===== src/verilog/sampler_pkg.sv =====
// Constants, register map and timing for the sampler run control block
// What this block does
// (RL1) Auto mode: run follows the auto request
// (RL2) Mode changeover leaves run command unchanged
// (RL3) Fail input raises self-clearing priority-2 alarm
// (RL4) Remote, running, no feedback 3 s: alarm
// (RL5) Either alarm forces run off, not interlocked
// (RL6) Operator start and stop are one-shot writes
// (RL7) Remote input high only under automation control
// (RL8) Manual mode: start latches run, stop clears
package sampler_pkg;
	// Register byte offsets
	localparam logic [7:0] CMD_OFS = 8'h00;
	localparam logic [7:0] STATUS_OFS = 8'h04;
	localparam logic [7:0] IRQ_STAT_OFS = 8'h08;
	localparam logic [7:0] IRQ_MASK_OFS = 8'h0C;
	// Command register bits, write one to act
	localparam int CMD_AUTO_BIT = 0;
	localparam int CMD_MAN_BIT = 1;
	localparam int CMD_START_BIT = 2;
	localparam int CMD_STOP_BIT = 3;
	// Status register bits
	localparam int ST_MAN_BIT = 0;
	localparam int ST_RUN_BIT = 1;
	localparam int ST_FAIL_BIT = 2;
	localparam int ST_NOFB_BIT = 3;
	localparam int ST_INTL_BIT = 4;
	localparam int ST_DEMAND_BIT = 5;
	localparam int ST_REM_BIT = 6;
	localparam int ST_FBK_BIT = 7;
	localparam int ST_FAILIN_BIT = 8;
	localparam int ST_REQ_BIT = 9;
	localparam int ST_PRIO_LSB = 12;
	localparam logic [3:0] ALARM_PRIORITY = 4'h2;
	// Interrupt event bits
	localparam int IRQ_W = 4;
	localparam int EV_FAIL_BIT = 0;
	localparam int EV_NOFB_BIT = 1;
	localparam int EV_START_BIT = 2;
	localparam int EV_STOP_BIT = 3;
	localparam logic [IRQ_W-1:0] IRQ_MASK_RST = 4'h0;
	// Feedback supervision time
	localparam int FAULT_DELAY_S = 3;
	localparam int CLK_HZ = 200_000_000;
	localparam int FAULT_CYCLES = FAULT_DELAY_S * CLK_HZ;
	localparam logic [31:0] ZERO_WORD = 32'h0000_0000;
endpackage


===== src/verilog/sampler_run_control.sv =====
// Sampler run control with alarms, an interlocked output held low and APB register access
`timescale 1ns/1ps
`default_nettype none
module sampler_run_control
	import sampler_pkg::*;
#(
	parameter int FAULT_COUNT = FAULT_CYCLES,
	parameter int FAULT_CNT_W = 30
) (
	// Clock, reset, enable
	input wire logic CORE_CLK_I,
	input wire logic RESETN_I,
	input wire logic CLK_EN_I,
	// APB slave
	input wire logic PSEL_I,
	input wire logic PENABLE_I,
	input wire logic PWRITE_I,
	input wire logic [7:0] PADDR_I,
	input wire logic [31:0] PWDATA_I,
	input wire logic [3:0] PSTRB_I,
	output logic [31:0] PRDATA_O,
	output logic PREADY_O,
	output logic PSLVERR_O,
	// Sampler field contacts
	input wire logic SAMPLER_FAIL_IN_I,
	input wire logic RUNNING_FEEDBACK_I,
	input wire logic REMOTE_SELECTED_I,
	// Automatic request
	input wire logic AUTO_RUN_REQUEST_I,
	// Status outputs
	output logic SAMPLER_RUN_CMD_O,
	output logic MANUAL_MODE_FLAG_O,
	output logic FAIL_ALARM_O,
	output logic NO_FEEDBACK_ALARM_O,
	output logic INTERLOCKED_O,
	output logic IRQ_O
);
	// Bus state
	logic pready_q, pready_d;
	logic pslverr_q, pslverr_d;
	logic [31:0] prdata_q, prdata_d;
	// Control state
	logic manual_mode_flag_q, manual_mode_flag_d;
	logic demand_q, demand_d;
	logic run_q, run_d;
	logic fail_q, fail_d;
	logic [IRQ_W-1:0] irq_stat_q, irq_stat_d;
	logic [IRQ_W-1:0] irq_mask_q, irq_mask_d;
	// Decoded bus strobes and events
	logic wr_commit;
	logic select_auto_pulse, select_manual_pulse;
	logic operator_start_pulse, operator_stop_pulse;
	logic no_feedback_alarm;
	logic [IRQ_W-1:0] events;
	logic [31:0] status_word;

	// True for an offset this block answers to
	function automatic logic mapped(input logic [7:0] a);
		mapped = (a == CMD_OFS) || (a == STATUS_OFS) ||
			(a == IRQ_STAT_OFS) || (a == IRQ_MASK_OFS);
	endfunction

	// Write-one command pulses, low byte lane only
	assign wr_commit = PSEL_I && PENABLE_I && pready_q && PWRITE_I &&
		PSTRB_I[0];
	assign select_auto_pulse = wr_commit && (PADDR_I == CMD_OFS) &&
		PWDATA_I[CMD_AUTO_BIT]; // see (RL6)
	assign select_manual_pulse = wr_commit && (PADDR_I == CMD_OFS) &&
		PWDATA_I[CMD_MAN_BIT]; // see (RL6)
	assign operator_start_pulse = wr_commit && (PADDR_I == CMD_OFS) &&
		PWDATA_I[CMD_START_BIT]; // see (RL6)
	assign operator_stop_pulse = wr_commit && (PADDR_I == CMD_OFS) &&
		PWDATA_I[CMD_STOP_BIT]; // see (RL6)

	// Supervises feedback against the demand, not the gated output,
	// so the alarm holds while demand stays without feedback
	persist_timer #(
		.COUNT(FAULT_COUNT),
		.CNT_W(FAULT_CNT_W)
	) u_nofb (
		.clk_i(CORE_CLK_I),
		.rst_n_i(RESETN_I),
		.ce_i(CLK_EN_I),
		.cond_i(REMOTE_SELECTED_I && demand_q && !RUNNING_FEEDBACK_I),
		.expired_o(no_feedback_alarm)
	); // see (RL4) (RL7)

	// Mode, demand, alarms and the gated run command
	always_comb begin
		manual_mode_flag_d = manual_mode_flag_q;
		if (select_manual_pulse) begin
			manual_mode_flag_d = 1'b1; // Manual wins a double select
		end else if (select_auto_pulse) begin
			manual_mode_flag_d = 1'b0;
		end
		demand_d = demand_q;
		if (manual_mode_flag_d != manual_mode_flag_q) begin
			demand_d = demand_q; // see (RL2)
		end else if (!manual_mode_flag_q) begin
			demand_d = AUTO_RUN_REQUEST_I; // see (RL1)
		end else if (operator_stop_pulse) begin
			demand_d = 1'b0; // see (RL8)
		end else if (operator_start_pulse) begin
			demand_d = 1'b1; // see (RL8)
		end
		fail_d = SAMPLER_FAIL_IN_I; // see (RL3)
		// Alarms override demand in both modes
		run_d = demand_d && !fail_d && !no_feedback_alarm; // see (RL5)
	end

	// Register only
	always_ff @(posedge CORE_CLK_I) begin
		if (!RESETN_I) begin
			manual_mode_flag_q <= 1'b0;
			demand_q <= 1'b0;
			run_q <= 1'b0;
			fail_q <= 1'b0;
		end else if (CLK_EN_I) begin
			manual_mode_flag_q <= manual_mode_flag_d;
			demand_q <= demand_d;
			run_q <= run_d;
			fail_q <= fail_d;
		end
	end

	// Event sources for the sticky status
	assign events[EV_FAIL_BIT] = fail_d && !fail_q;
	assign events[EV_NOFB_BIT] = no_feedback_alarm && !NO_FEEDBACK_ALARM_O;
	assign events[EV_START_BIT] = run_d && !run_q;
	assign events[EV_STOP_BIT] = !run_d && run_q;

	// Status word seen by software
	always_comb begin
		status_word = ZERO_WORD;
		status_word[ST_MAN_BIT] = manual_mode_flag_q;
		status_word[ST_RUN_BIT] = run_q;
		status_word[ST_FAIL_BIT] = fail_q;
		status_word[ST_NOFB_BIT] = no_feedback_alarm;
		status_word[ST_INTL_BIT] = 1'b0; // see (RL5)
		status_word[ST_DEMAND_BIT] = demand_q;
		status_word[ST_REM_BIT] = REMOTE_SELECTED_I;
		status_word[ST_FBK_BIT] = RUNNING_FEEDBACK_I;
		status_word[ST_FAILIN_BIT] = SAMPLER_FAIL_IN_I;
		status_word[ST_REQ_BIT] = AUTO_RUN_REQUEST_I;
		status_word[ST_PRIO_LSB +: 4] = ALARM_PRIORITY; // see (RL3) (RL4)
	end

	// One wait state: read data and error are captured on the same edge as pready
	always_comb begin
		pready_d = 1'b0;
		pslverr_d = pslverr_q;
		prdata_d = prdata_q;
		irq_mask_d = irq_mask_q;
		irq_stat_d = irq_stat_q;
		if (PSEL_I && PENABLE_I && !pready_q) begin
			pready_d = 1'b1;
			pslverr_d = !mapped(PADDR_I);
			prdata_d = ZERO_WORD;
			if (!PWRITE_I) begin
				unique case (PADDR_I)
					STATUS_OFS: prdata_d = status_word;
					IRQ_STAT_OFS: prdata_d[IRQ_W-1:0] = irq_stat_q;
					IRQ_MASK_OFS: prdata_d[IRQ_W-1:0] = irq_mask_q;
					default: prdata_d = ZERO_WORD;
				endcase
			end
		end
		if (wr_commit && (PADDR_I == IRQ_MASK_OFS)) begin
			irq_mask_d = PWDATA_I[IRQ_W-1:0];
		end
		if (wr_commit && (PADDR_I == IRQ_STAT_OFS)) begin
			irq_stat_d = irq_stat_q & ~PWDATA_I[IRQ_W-1:0];
		end
		// Set wins over a same-cycle clear
		irq_stat_d = irq_stat_d | events;
	end

	// Register only
	always_ff @(posedge CORE_CLK_I) begin
		if (!RESETN_I) begin
			pready_q <= 1'b0;
			pslverr_q <= 1'b0;
			prdata_q <= ZERO_WORD;
			irq_stat_q <= '0;
			irq_mask_q <= IRQ_MASK_RST;
		end else if (CLK_EN_I) begin
			pready_q <= pready_d;
			pslverr_q <= pslverr_d;
			prdata_q <= prdata_d;
			irq_stat_q <= irq_stat_d;
			irq_mask_q <= irq_mask_d;
		end
	end

	// Outputs; alarm register for the no-feedback edge lives here
	logic nofb_q;
	always_ff @(posedge CORE_CLK_I) begin
		if (!RESETN_I) begin
			nofb_q <= 1'b0;
		end else if (CLK_EN_I) begin
			nofb_q <= no_feedback_alarm;
		end
	end

	assign NO_FEEDBACK_ALARM_O = nofb_q;
	assign SAMPLER_RUN_CMD_O = run_q;
	assign MANUAL_MODE_FLAG_O = manual_mode_flag_q;
	assign FAIL_ALARM_O = fail_q;
	assign INTERLOCKED_O = 1'b0; // Alarm stops never set interlocked
	assign IRQ_O = |(irq_stat_q & irq_mask_q);
	assign PREADY_O = pready_q;
	assign PSLVERR_O = pslverr_q && pready_q;
	assign PRDATA_O = prdata_q;
endmodule
`default_nettype wire


===== src/verilog/persist_timer.sv =====
// Persistence timer: flags a condition held continuously for a set count
`timescale 1ns/1ps
`default_nettype none
module persist_timer #(
	parameter int COUNT = 600_000_000,
	parameter int CNT_W = 30
) (
	// Clock, reset, enable
	input wire logic clk_i,
	input wire logic rst_n_i,
	input wire logic ce_i,
	// Condition and result
	input wire logic cond_i,
	output logic expired_o
);
	localparam logic [CNT_W-1:0] LIMIT = CNT_W'(COUNT - 1);
	localparam logic [CNT_W-1:0] CNT_ZERO = '0;
	logic [CNT_W-1:0] cnt_q, cnt_d;
	logic exp_q, exp_d;

	// Refuse counts the counter cannot reach
	if (COUNT < 1 || COUNT > (2 ** CNT_W)) begin : g_bad
		$error("persist_timer: COUNT out of range for CNT_W");
	end

	// Count while the condition holds, restart when it drops
	always_comb begin
		cnt_d = cnt_q;
		exp_d = exp_q;
		if (!cond_i) begin
			cnt_d = CNT_ZERO;
			exp_d = 1'b0;
		end else if (cnt_q == LIMIT) begin
			exp_d = 1'b1;
		end else begin
			cnt_d = cnt_q + 1'b1;
		end
	end

	// Register only
	always_ff @(posedge clk_i) begin
		if (!rst_n_i) begin
			cnt_q <= CNT_ZERO;
			exp_q <= 1'b0;
		end else if (ce_i) begin
			cnt_q <= cnt_d;
			exp_q <= exp_d;
		end
	end

	assign expired_o = exp_q;
endmodule
`default_nettype wire


===== config.mk =====
export PLATFORM = sky130hd
export DESIGN_NAME = sampler_run_control
export DESIGN_NICKNAME = d
export VERILOG_FILES = /design/src/verilog/sampler_pkg.sv /design/src/verilog/sampler_run_control.sv /design/src/verilog/persist_timer.sv
export SDC_FILE = /design/constraint.sdc
export NUM_CORES = 1
export LEC_CHECK = 0
export BUFFER_PORTS_ARGS = -buffer_cell sky130_fd_sc_hd__buf_2
export CORE_UTILIZATION = 55
export DETAILED_ROUTE_END_ITERATION = 8
export GPL_TIMING_DRIVEN = 0
export PLACE_DENSITY = 0.88
export SLEW_MARGIN = 15
export SYNTH_ARGS = -nofsm -noshare
export SYNTH_HDL_FRONTEND = slang
export SYNTH_SLANG_ARGS = --single-unit

===== constraint.sdc =====
create_clock -name CORE_CLK_I -period 4 [get_ports CORE_CLK_I]
set_clock_uncertainty 0.2 [all_clocks]
set_input_delay 0.4 -clock CORE_CLK_I [delete_from_list [all_inputs] [get_ports CORE_CLK_I]]
set_output_delay 0.4 -clock CORE_CLK_I [all_outputs]
set_load 0.02 [all_outputs]

# Yosys cells after proc, flatten, opt, wreduce, memory -nomap -nowiden
# Cells that the tools add are included.
# op_classes
n_addsub,1
multipliers,0
n_div,0
magnitude_cmp,0
n_eq_ne,7
shift,0
n_mux,15
bitwise,4
reduce_logical,39
# ops
op,count
$mux 30,2
$add 30x1->30 const B,1
$eq 30x30->1 const B,1
$logic_and 1x1->1,21
$eq 8x4->1 const B,2
$mux 14,1
$pmux 4 s3,1
$mux 10,1
$logic_not 1->1,9
$mux 1,9
$and 4x4->4,2
$eq 8x3->1 const B,1
$logic_not 8->1,1
$reduce_and 2->1,4
$mux 4,1
$ne 2x2->1 const B,2
$not 4->4,1
$or 4x4->4,1
$reduce_or 4->1,1
$logic_or 1x1->1,3
$ne 1x1->1,1
# word_totals
register_bits,78
latchBits,0
ramBits,0
rom_bits,0
input_bits,54
output_inout_bits,40
wordCells,78
mem_count,0

# Logic depth before layout (Yosys ltp)
# Gate-level depths: netlist of run 1.
# logic_depth
ltp_word,15
depth_mapped,7

# Cells and area by module
# A second synthesis of run 1 with hierarchy kept.
# unflattened
cells_unflattened,396
area_unflattened_um2,3328.2
# modules_own_cells
mod,n_inst,cells_per_inst,area_each_um2
persist_timer,1,233,1860.5
sampler_run_control,1,163,1467.7

# Least setup slack after synthesis of run 1
# Ideal clock, no wire load.
# synth_timing
path_kind,in2reg
from,input PADDR_I[1]
to,register irq_stat_q[2]
setup_ps,138
arrival_time_ps,2003
setup_slack_ps,1659
cell_stages,5
path_cell_list,or4_4 > or4_4 > or3_4 > nand4_1 > o22ai_1
# synth_via
elab_chain_len,11
elab_cells_between_ends,20
cone_classes,eq/ne (2); mux (7); bitwise (1); reduce/logical (10)
# synth_rtl
item,line_no,source
"start, declared",sampler_run_control.sv:18,"input wire logic [7:0] PADDR_I,"
$logic_not 8->1,-,
$logic_and 1x1->1,-,
$logic_and 1x1->1 (on tied branches),"sampler_run_control.sv:70, sampler_run_control.sv:66",
$mux 1 (on tied branches),"sampler_run_control.sv:103, sampler_run_control.sv:93",
$mux 1 (on tied branches),"sampler_run_control.sv:101, sampler_run_control.sv:91",
$mux 1 or $ne 1x1->1 (tied branches),"sampler_run_control.sv:99, sampler_run_control.sv:97",
$mux 1,sampler_run_control.sv:97,if (manual_mode_flag_d != manual_mode_flag_q) begin
$logic_and 1x1->1 (2 in series),sampler_run_control.sv:108,run_d = demand_d && !fail_d && !no_feedback_alarm;
$logic_and 1x1->1,sampler_run_control.sv:129,assign events[EV_START_BIT] = run_d && !run_q;
$or 4x4->4 (*),sampler_run_control.sv:175,irq_stat_d = irq_stat_d | events;
"end signal, assigned",sampler_run_control.sv:190,irq_stat_q <= irq_stat_d;
"end, declared",sampler_run_control.sv:47,"logic [IRQ_W-1:0] irq_stat_q, irq_stat_d;"
# Mark *: on every way between the ends. The rest lies on a longest branch, timed or not.
# A chain may end at the register's enable or synchronous reset.

# Worst setup path in the final report of run 1
# layout_timing
from,register u_nofb.cnt_q[4]
to,register u_nofb.cnt_q[27]
# layout_via
elab_chain_len,3
elab_cells_between_ends,6
cone_classes,add/sub (1); eq/ne (2); mux (2); reduce/logical (1)
# layout_rtl
item,line_no,source
"start, declared",persist_timer.sv:18,"logic [CNT_W-1:0] cnt_q, cnt_d;"
"start signal, assigned",persist_timer.sv:46,cnt_q <= cnt_d;
$add 30x1->30 or $eq 30x30->1 (tied branches),"persist_timer.sv:36, persist_timer.sv:33",
$mux 30 or $ne 2x2->1 (tied branches),-,
$mux 30 or $reduce_and 2->1 (tied branches),-,
# Parallel ways exist; a longest one is shown, timed or not. The select of a mux whose other input is x is not followed.

==> results of run 1 <==
per-stage QoR:
stage	std cells	hold slack, ns	setup WS (ns)	power (mW)	cell area (µm²)
global placement	492	0.2651	1.473	0.6776	3352
global route	500	0.1440	1.547	1.077	3460
CTS	500	0.1470	1.700	1.041	3460
detailed placement	492	0.2781	1.458	0.6793	3352
finish	500	0.1427	1.675	1.045	3460
floorplan	385	0.2470	1.659	0.6507	3079
worst max-delay path: stages, from the launching register on:
cell,delay [ns]
dfxtp_1,0.45
nand3_1,0.18
or3_4,0.47
or3_1,0.32
clkbuf_1,0.17
or4_1,0.41
nand2_1,0.08
metal layers:
metal  part of all wire  global-route usage
met5                  0                   0
met4              0.016             0.08230
met3              0.082             0.06085
met2               0.47              0.4051
met1               0.43              0.3600
power by group:
group / leakage (nW) / switching (mW) / internal (mW)
logic: 0.834 / 0.0653 / 0.0378
clock network: 0.0552 / 0.190 / 0.186
registers: 0.452 / 0.00485 / 0.561
worst paths after layout:
kind	from	to	slack, ns
worst max-delay path	u_nofb.cnt_q[4]	u_nofb.cnt_q[27]	1.67
worst min-delay path	PWDATA_I[1]	irq_mask_q[1]	0.14
worst max register to register	u_nofb.cnt_q[4]	u_nofb.cnt_q[27]	1.67
worst min register to register	pslverr_q	pslverr_q	0.30
synth_stat cells, drive strengths merged (2+ instances only):
cell type | n | area share
or4 | 10 | 0.028
xnor2 | 11 | 0.032
buf | 24 | 0.061
nor2 | 45 | 0.056
a211oi | 3 | 0.0075
dfxtp | 56 | 0.37
o21ai | 11 | 0.018
xor2 | 3 | 0.0088
nor4 | 11 | 0.023
clkbuf | 14 | 0.018
nor3 | 11 | 0.018
a22oi | 11 | 0.028
nand2 | 22 | 0.028
nor4b | 5 | 0.015
o21a | 2 | 0.0050
or3 | 7 | 0.018
and4 | 4 | 0.012
o31ai | 2 | 0.0050
inv | 9 | 0.011
a21oi | 15 | 0.025
a31oi | 3 | 0.0063
nor2b | 2 | 0.0042
and2 | 3 | 0.0063
mux2i | 7 | 0.023
and3 | 6 | 0.013
nand4 | 13 | 0.027
mux2 | 5 | 0.019
a2bb2oi | 5 | 0.015
nand3 | 20 | 0.035
o211ai | 5 | 0.013
nand3b | 3 | 0.0075
flip-flops by register name (all words and copies together), names as in the netlist, 4 cells and up:
name	flops
u_nofb.cnt_q	30
irq_mask_q	4
PRDATA_O	10
irq_stat_q	4
area by class of cell:
type,instances,area [µm²]
fill,415,1713
multi-input combinational,281,1684
sequential,56,1121
buffer,38,236.5
timing repair buffer,37,185.2
tap,70,87.58
clock buffer,6,72.57
inverter,10,37.54
clock inverter,2,35.03
kinds of logic after synthesis:
kind of cell,count (synthesis),synth area share
adders and majority gates,1,0.004175
other,1,0.001251
and+or+nand+nor,168,0.3077
AOI/OAI and AO/OA,63,0.1382
xor gates and xnor gates,14,0.04092
muxes,12,0.04217
DFF,56,0.3741
buffers and inverters,48,0.09144
==> metrics, run 1 <==
outcome=finished, final reports clean; Worst Setup End Kind=flop; residual DRC count=0; fmax=approximately 0.43 GHz; drt pass-1 iters=5; post-route setup TNS=0 ns; postcts setup bufs=0; fin nets=484; Post-synth EDFFs=0; synth warn=0; largest net degree at the start of global routing=17; WP data required=4.06 ns; H-tree depth=2; final setup vio count=0; synth unique cells=51; total number of vias=2910; mean post-synth cell area=slightly above 8 µm²; minimum clock period after layout=2.325 ns; final hold vios=0; DRT antenna net count=0; vias per inst=slightly below 6; Mapped Area=~3000 µm²; top_reg_cell synth=dfxtp_1; Max Cap Viol=0; First DRT Iteration DRCs=around 290; grt total ovfl=0; post-synthesis register bit count=56; Initial Util=0.5793; clk root buf=clkbuf_8; period utilization=0.5813; first-pass GRT wire length=roughly 11000 µm; most frequent cells in the layout=dfxtp_1 (56), nor2_1 (45), buf_2 (37); row count=26; Diodes inserted=0; RSZ-0062 raised after global routing=no; vias in the first global route=around 2.5k; GR Util All Layers=0.2614; Die Ht=approximately 76 µm; Core ar.=approximately 5200 µm²; CTS tree=built; worst min path class=in -> reg; WS Path Type=reg -> reg; Die X=around 76 µm; I/O Pins=94; count of pins over their slew limit=0; post-cts sizing count=0; Post-synth ARST share=0; Port Buffers=37; PwrDens=302.2 nW/µm²; Layout Utilization=0.6688; clock sink total=56; cells after synthesis=363; WHS Path Cells=3; worst skew pair latency=approximately 0.32 ns; routed len/inst=roughly 14 µm; worst vdd rail ir drop=~170 µV; Max FO, Critical Path=7; initial antenna violation count=0; Leakage=between 1 and 1.5 nW; die area=about 5700 µm²; overall routed net length=roughly 7200 µm; Clock transition at path regs=approximately 0.11 ns; CP Launch Type=flop; commonest non-fill, non-tap cell in the layout=dfxtp_1; RePlAce Congestion=~0.89; TritonCTS buffer count=5; Layout area overhead=15.45%; post-DP HPWL=around 5400 µm; layout cells sized above 1=0.1860; Arr. time, crit path=between 2 and 2.5 ns; CTS Hold Bufs=0; CTS Buffer Depth=2; sequential fraction of the synthesis area=0.3741; Worst R2R Path Depth=6; Slew headroom=0.5381; Worst Tran Pin Value=between 0.6 and 0.7 ns
(Power assumes the default switching activity.)
==> inputs of run 2 (changes only) <==
--- a/config.mk
+++ b/config.mk
@@ -6,10 +6,10 @@
 export NUM_CORES = 1
 export LEC_CHECK = 0
 export BUFFER_PORTS_ARGS = -buffer_cell sky130_fd_sc_hd__buf_2
-export CORE_UTILIZATION = 55
+export CORE_UTILIZATION = 46
 export DETAILED_ROUTE_END_ITERATION = 8
 export GPL_TIMING_DRIVEN = 0
-export PLACE_DENSITY = 0.88
+export PLACE_DENSITY = 0.79
 export SLEW_MARGIN = 15
 export SYNTH_ARGS = -nofsm -noshare
 export SYNTH_HDL_FRONTEND = slang
==> constraint.sdc (replaced) <==
create_clock -name CORE_CLK_I -period 2.05 [get_ports CORE_CLK_I]
set_clock_uncertainty 0.2 [all_clocks]
set_input_delay 0.205 -clock CORE_CLK_I [delete_from_list [all_inputs] [get_ports CORE_CLK_I]]
set_output_delay 0.205 -clock CORE_CLK_I [all_outputs]
set_load 0.02 [all_outputs]
==> run 2 against run 1 <==
  * Critical path depth decreased by 1
  * Register-to-register slack got worse by 1.7 ns
  * Worst hold slack lost 0.072 ns
  * Global-route usage shrank 3.7 points
  * Die area rose by 19%
  * Sequential cell count unchanged
  * Core utilization shrank 5.5 points
  * Final cell count rose by 5.8%
  * Largest cell class unchanged
==> metrics, run 2 (same netlist as run 1, synthesis figures left out) <==
FF/Latch Area=1154 µm² (+2.9%); PwrDens=527.7 nW/µm² (+75%); hold slack=0.07039 ns (-0.07228 ns); Worst R2R End=u_nofb.cnt_q[25]; Max Cap Viol=0 (unchanged); Leakage=1.547 nW (+15%); Arr. time, crit path=2.12 ns (-0.27 ns); Die Ht=82.71 µm (+9.1%); Worst R2R Path Depth=5 (-1); CTS Buffer Depth=2 (unchanged); Core ar.=6314 µm² (+22%); worst vdd rail ir drop=356.8 µV (+110%); Layout area overhead=29.35%; vias per inst=5.773 (-0.80%); reg-to-reg critical path startpoint=u_nofb.cnt_q[4]; reg-to-reg slack, setup=0.001 ns (-1.67 ns); drt pass-1 iters=4 (-1); number of flip-flops under the largest register name=30 (unchanged); pre-CTS setup slack=-0.3312 ns (-1.789 ns); Port Buffers=37 (unchanged); WS Path Type=reg -> reg; clk root buf=clkbuf_8; outcome=finished, final reports clean; Layout Utilization=0.6140 (-0.05489); Max FO, Critical Path=4 (-3); residual DRC count=0 (unchanged); clock sink total=56 (unchanged); worst skew pair latency=0.32 ns (about the same); area taken by multi-input logic gates=1852 µm² (+10%); Worst Setup End Kind=flop; Initial Util=0.4746 (-0.1047); Diodes inserted=0 (unchanged); WHS Path Cells=3 (unchanged); total number of vias=3054 (+4.9%); routed len/inst=15.28 µm (+5.6%); HP Start=RESETN_I; grt total ovfl=0 (unchanged); Worst Tran Pin Value=0.5961 ns (-0.09671 ns); Slew headroom=0.5974 (+0.05927); post-DP HPWL=5445 µm (+1.6%); final hold vios=0 (unchanged); GR Util All Layers=0.2242 (-0.03721); count of pins over their slew limit=0 (unchanged); H-tree depth=2 (unchanged); CP Launch Type=flop; TritonCTS buffer count=5 (unchanged); CTS tree=built; fmax=0.4881 GHz (+13%); initial antenna violation count=0 (unchanged); DRT antenna net count=0 (unchanged); period utilization=0.9995 (+0.4181); post-route setup TNS=0 ns (unchanged); overall routed net length=8082 µm (+12%); Biggest register=u_nofb.cnt_q; final setup vio count=0 (unchanged); post-route setup slack=0.001105 ns (-1.674 ns); Final Power=2.046 mW (+96%); commonest non-fill, non-tap cell in the layout=nor2_1; fin nets=506 (+4.5%); row count=29 (+12%); die area=6841 µm² (+19%); RePlAce Congestion=0.8921 (+0.70%); hold path endpoint=PREADY_O; layout cells sized above 1=0.2942 (+0.1082); WP data required=2.12 ns (-1.94 ns); First DRT Iteration DRCs=151 (-48%); Fill cells=550 (+33%); Clock transition at path regs=0.10 ns (about the same); first-pass GRT wire length=11630 µm (+1.9%); vias in the first global route=2658 (+5.4%); most frequent cells in the layout=nor2_1 (44), dfxtp_1 (42), buf_2 (39); minimum clock period after layout=2.049 ns (-0.2765 ns); I/O Pins=94 (unchanged); Die X=82.71 µm (+9.1%); largest net degree at the start of global routing=18 (+1); worst min path class=in -> reg
run 2: cell count changes in the layout (fill, tap and decap cells not counted), moves of 6 or more:
| cell | delta |
|---|---|
| dfxtp_1 | -14 |
| buf_4 | +14 |
| dfxtp_2 | +8 |
| dfxtp_4 | +6 |
| dlygate4sd3_1 | +8 |
| nor4_1 | -7 |
run 2: worst max-delay path by stage:
stage                             endpoint  slack [ns]  cells past startpoint            start
after floorplan              irq_stat_q[2]        -0.1                      5       PADDR_I[1]
after global placement       irq_stat_q[2]       -0.27                      6       PADDR_I[1]
after detailed placement     irq_stat_q[2]       -0.33                      6       PADDR_I[1]
after CTS                 u_nofb.cnt_q[25]        0.01                      5  u_nofb.cnt_q[8]
after global routing      u_nofb.cnt_q[24]       -0.09                      7  u_nofb.cnt_q[0]
final                     u_nofb.cnt_q[25]       0.001                      5  u_nofb.cnt_q[4]
run 2: per-stage QoR:
step                      instances  area [µm²]
after detailed placement        499        3367
final                           529        3876
after CTS                       514        3616
after global placement          499        3367
after floorplan                 385        3085
after global routing            529        3876
run 2: layout make-up:
cell class,instances,share of cell area
inverter,10,0.009684
multi-input combinational,281,0.4777
clock buffer,5,0.01775
timing repair buffer,61,0.1020
tap,77,0.02485
sequential,56,0.2976
buffer,36,0.05939
clock inverter,3,0.01097
run 2: report_power, final:
| part | internal (mW) | total [mW] | switching, mW |
|---|---|---|---|
| Combinational | 0.0862 | 0.219 | 0.132 |
| Clock | 0.362 | 0.730 | 0.368 |
| Sequential | 1.09 | 1.10 | 0.00931 |
| Total | 1.54 | 2.05 | 0.510 |
run 2: worst max-delay path: stages, from the launching register on:
cell and delay (ns):
dfxtp_4 0.39, nand3_4 0.09, or3_4 0.41, or3_4 0.41
or4_1 0.42, nand2_1 0.08
run 2: timing repair:
action / 4_1_cts / 5_1_grt
setup buffers: 1 / 15
pin swaps: 1 / 6
hold endpoints to repair: 10 / 0
resized for setup: 16 / 34
hold buffers: 8 / 0
endpoints found under the setup margin: 14 / 32
run 2: per-layer routing:
metal / up-vias / share of wire / global-route usage
li1: 1474 / - / -
met1: 1449 / 0.40 / 0.2440
met2: 110 / 0.52 / 0.4246
met3: 21 / 0.055 / 0.05055
met4: 0 / 0.027 / 0.07069
met5: - / 0 / 0
==> inputs of run 3 (changes only) <==
--- a/config.mk
+++ b/config.mk
@@ -5,11 +5,13 @@
 export SDC_FILE = /design/constraint.sdc
 export NUM_CORES = 1
 export LEC_CHECK = 0
+export ABC_AREA = 1
 export BUFFER_PORTS_ARGS = -buffer_cell sky130_fd_sc_hd__buf_2
-export CORE_UTILIZATION = 46
+export CORE_UTILIZATION = 48
+export CTS_CLUSTER_DIAMETER = 200
 export DETAILED_ROUTE_END_ITERATION = 8
 export GPL_TIMING_DRIVEN = 0
-export PLACE_DENSITY = 0.79
+export PLACE_DENSITY = 0.8
 export SLEW_MARGIN = 15
 export SYNTH_ARGS = -nofsm -noshare
 export SYNTH_HDL_FRONTEND = slang
==> run 3 against run 2 <==
  * Synthesized area is 16% higher
  * Sequential cell count stayed put
  * Die area is 11% higher
  * Sequential power hardly changed
  * Register-to-register slack better by 0.03 ns
  * Worst hold slack worse by 0.064 ns
  * Combinational power is 12% higher
  * Worst setup slack better by 0.033 ns
  * Core utilization is 0.11 points higher
  * Largest power group unchanged
==> metrics, run 3 <==
hold slack=0.006271 ns (-0.06412 ns); Clk network pwr share=0.354 (-0.003); total number of vias=3784 (+24%); final instance area=4248 µm² (+9.6%); outcome=finished, final reports clean; Switch Pwr=0.5324 mW (+4.4%); drt pass-1 iters=7 (+3); Initial Util=0.5051 (+0.03044); minimum clock period after layout=2.016 ns (-0.03269 ns); RePlAce Congestion=0.9702 (+8.8%); Comb pwr share=0.118 (+0.011); Clock transition at path regs=0.11 ns (about the same); worst min path class=in -> reg; Cell Int Power=1.554 mW (+1.2%); most frequent cells in the layout=nand2_1 (140), nor2_1 (81), nand3_1 (61); Worst R2R End=u_nofb.cnt_q[18]; overall routed net length=9945 µm (+23%); Die Ht=87.25 µm (+5.5%); Arr. time, crit path=2.01 ns (-0.11 ns); post-route setup TNS=0 ns (unchanged); initial antenna violation count=0 (unchanged); Port Buffers=39 (+5.4%); row count=30 (+3.4%); placed cell area=3886 µm² (+15%); share of the synthesized area in the top cell type=0.3214 (-0.05274); Diodes inserted=0 (unchanged); Layout Utilization=0.6150 (+0.001084); Post-synth top cells=nand2_1 (142), nor2_1 (87), nand3_1 (62); fin nets=691 (+37%); sequential fraction of the synthesis area=0.3214 (-0.05274); post-DP HPWL=7471 µm (+37%); cell taking the most area after synthesis=dfxtp_1; WS Path Type=reg -> reg; switching share of power=0.2551 (+0.005810); vias per inst=5.162 (-11%); reg-to-reg critical path startpoint=u_nofb.cnt_q[0]; count of pins over their slew limit=0 (unchanged); commonest non-fill, non-tap cell in the layout=nand2_1; Max Cap Viol=0 (unchanged); worst skew pair latency=0.31 ns (about the same); first-pass GRT wire length=16140 µm (+39%); routed len/inst=13.57 µm (-11%); CP Launch Type=flop; Post-synth ARST share=0 (unchanged); Mapped Area=3488 µm² (+16%); final hold vios=0 (unchanged); period utilization=0.9835 (-0.01594); Slew headroom=0.6271 (+0.02973); number of flip-flops under the largest register name=30 (unchanged); layout cells sized above 1=0.2025 (-0.09174); CTS tree=built; crit path launch=u_nofb.cnt_q[0]; Setup crit end=u_nofb.cnt_q[18]; mean post-synth cell area=6.274 µm² (-24%); Final Power=2.087 mW (+2.0%); Flop pwr share=0.528 (-0.008); reg-to-reg slack, setup=0.03 ns (+0.03 ns); synth warn=0 (unchanged); vias in the first global route=3503 (+32%); synth top area cells=dfxtp_1 (32%), nand2_1 (15%), nor2_1 (9.4%); WP data required=2.04 ns (-0.08 ns); GR Util All Layers=0.2735 (+0.04931); die area=7613 µm² (+11%); PwrDens=491.3 nW/µm² (-6.9%); largest net degree at the start of global routing=19 (+1); count leader, synth=nand2_1; Biggest register=u_nofb.cnt_q; clock sink total=56 (unchanged); final setup vio count=0 (unchanged); Max FO, Critical Path=10 (+6); synth unique cells=34 (-33%); First DRT Iteration DRCs=231 (+53%); cells after synthesis=556 (+53%); H-tree depth=2 (unchanged); worst vdd rail ir drop=266.2 µV (-25%); Die X=87.25 µm (+5.5%); post-synthesis register bit count=56 (unchanged); DRT antenna net count=0 (unchanged); Core ar.=6907 µm² (+9.4%); Worst Setup End Kind=flop; Worst R2R Path Depth=11 (+6); clk root buf=clkbuf_8; grt total ovfl=0 (unchanged); TritonCTS buffer count=5 (unchanged); fmax=0.4960 GHz (+1.6%); Layout area overhead=21.77%; CTS Buffer Depth=2 (unchanged); Leakage=1.707 nW (+10%); top_reg_cell synth=dfxtp_1; Post-synth EDFFs=0 (unchanged); Worst Tran Pin Value=0.5593 ns (-0.03680 ns); I/O Pins=94 (unchanged); residual DRC count=0 (unchanged)
## run 3: changes by cell type after synthesis, sizes merged, moves of 29 or more
cell / change
nand3: +42
nand2: +122
inv: +45
a21oi: +29
nor2: +46
## run 3: logic make-up (layout without fill, tap and decap cells)
kind of cell             after synthesis  after routing  synth area share
flip-flops                            56             56            0.3214
AO/OA/AOI/OAI                         64             64           0.09900
buffers and inverters                 90            149            0.1327
AND/OR/NAND/NOR                      335            335            0.4197
adder cells (fa/ha/maj)                1              1          0.003586
XOR/XNOR                               9              9           0.02260
other                                  1             23          0.001075
## run 3: repair_timing
action	4_1_cts	5_1_grt
buffers inserted	3	1
pin swaps	2	3
setup endpoints to repair	30	31
resized for setup	9	32
hold buffers	8	0
cloned	0	0
endpoints found under the hold margin	9	0
## run 3: worst max-delay path: stages (launching register included)
cell,delay (ns)
dfxtp_4,0.39
ha_4,0.18
nand2_2,0.11
nor2_4,0.15
nand2_2,0.08
nor3_4,0.12
nand3_2,0.12
nand2_4,0.14
buf_8,0.15
nor2_1,0.05
a21oi_1,0.15
nor2_1,0.06
## run 3: routing by layer
metal | wire length, µm | track usage
met5 | 0 | 0
met4 | 227 | 0.1162
met3 | 615 | 0.02938
met2 | 5040 | 0.4929
met1 | 4061 | 0.3281
## run 3: power groups by stage
stage	clock network [mW]	logic, mW	registers (mW)
floorplan	0	0.150	1.13
global placement	0	0.217	1.13
detailed placement	0	0.220	1.13
CTS	0.758	0.237	1.10
global route	0.792	0.267	1.10
finish	0.738	0.246	1.10
## run 3: how the worst min path moves through the flow
stage	end	depth (start not counted)	from	slack, ns
2_1_floorplan	MANUAL_MODE_FLAG_O	2	RESETN_I	0.13
3_3_place_gp	PRDATA_O[8]	2	PRDATA_O[8]	0.25
3_5_place_dp	PRDATA_O[3]	2	PRDATA_O[3]	0.25
4_1_cts	irq_mask_q[2]	3	PWDATA_I[2]	0.0008
5_1_grt	irq_mask_q[2]	3	PWDATA_I[2]	0.01
6_report	irq_mask_q[2]	3	PWDATA_I[2]	0.006
## run 3: stage by stage
step | setup slack (ns) | instances
floorplan | 0.1305 | 578
global placement | -0.2541 | 713
detailed placement | -0.2428 | 713
CTS | 0.01099 | 732
global route | -0.07650 | 733
finish | 0.03379 | 733
## run 3: cell type report
type | instances | area, µm²
Timing Repair Buffer | 51 | 305.3
Multi-Input combinational cell | 432 | 2093
Fill cell | 683 | 2659
Buffer | 36 | 269.0
Clock inverter | 3 | 47.55
Sequential cell | 56 | 1139
Tap cell | 96 | 120.1
Inverter | 54 | 205.2
Clock buffer | 5 | 68.82
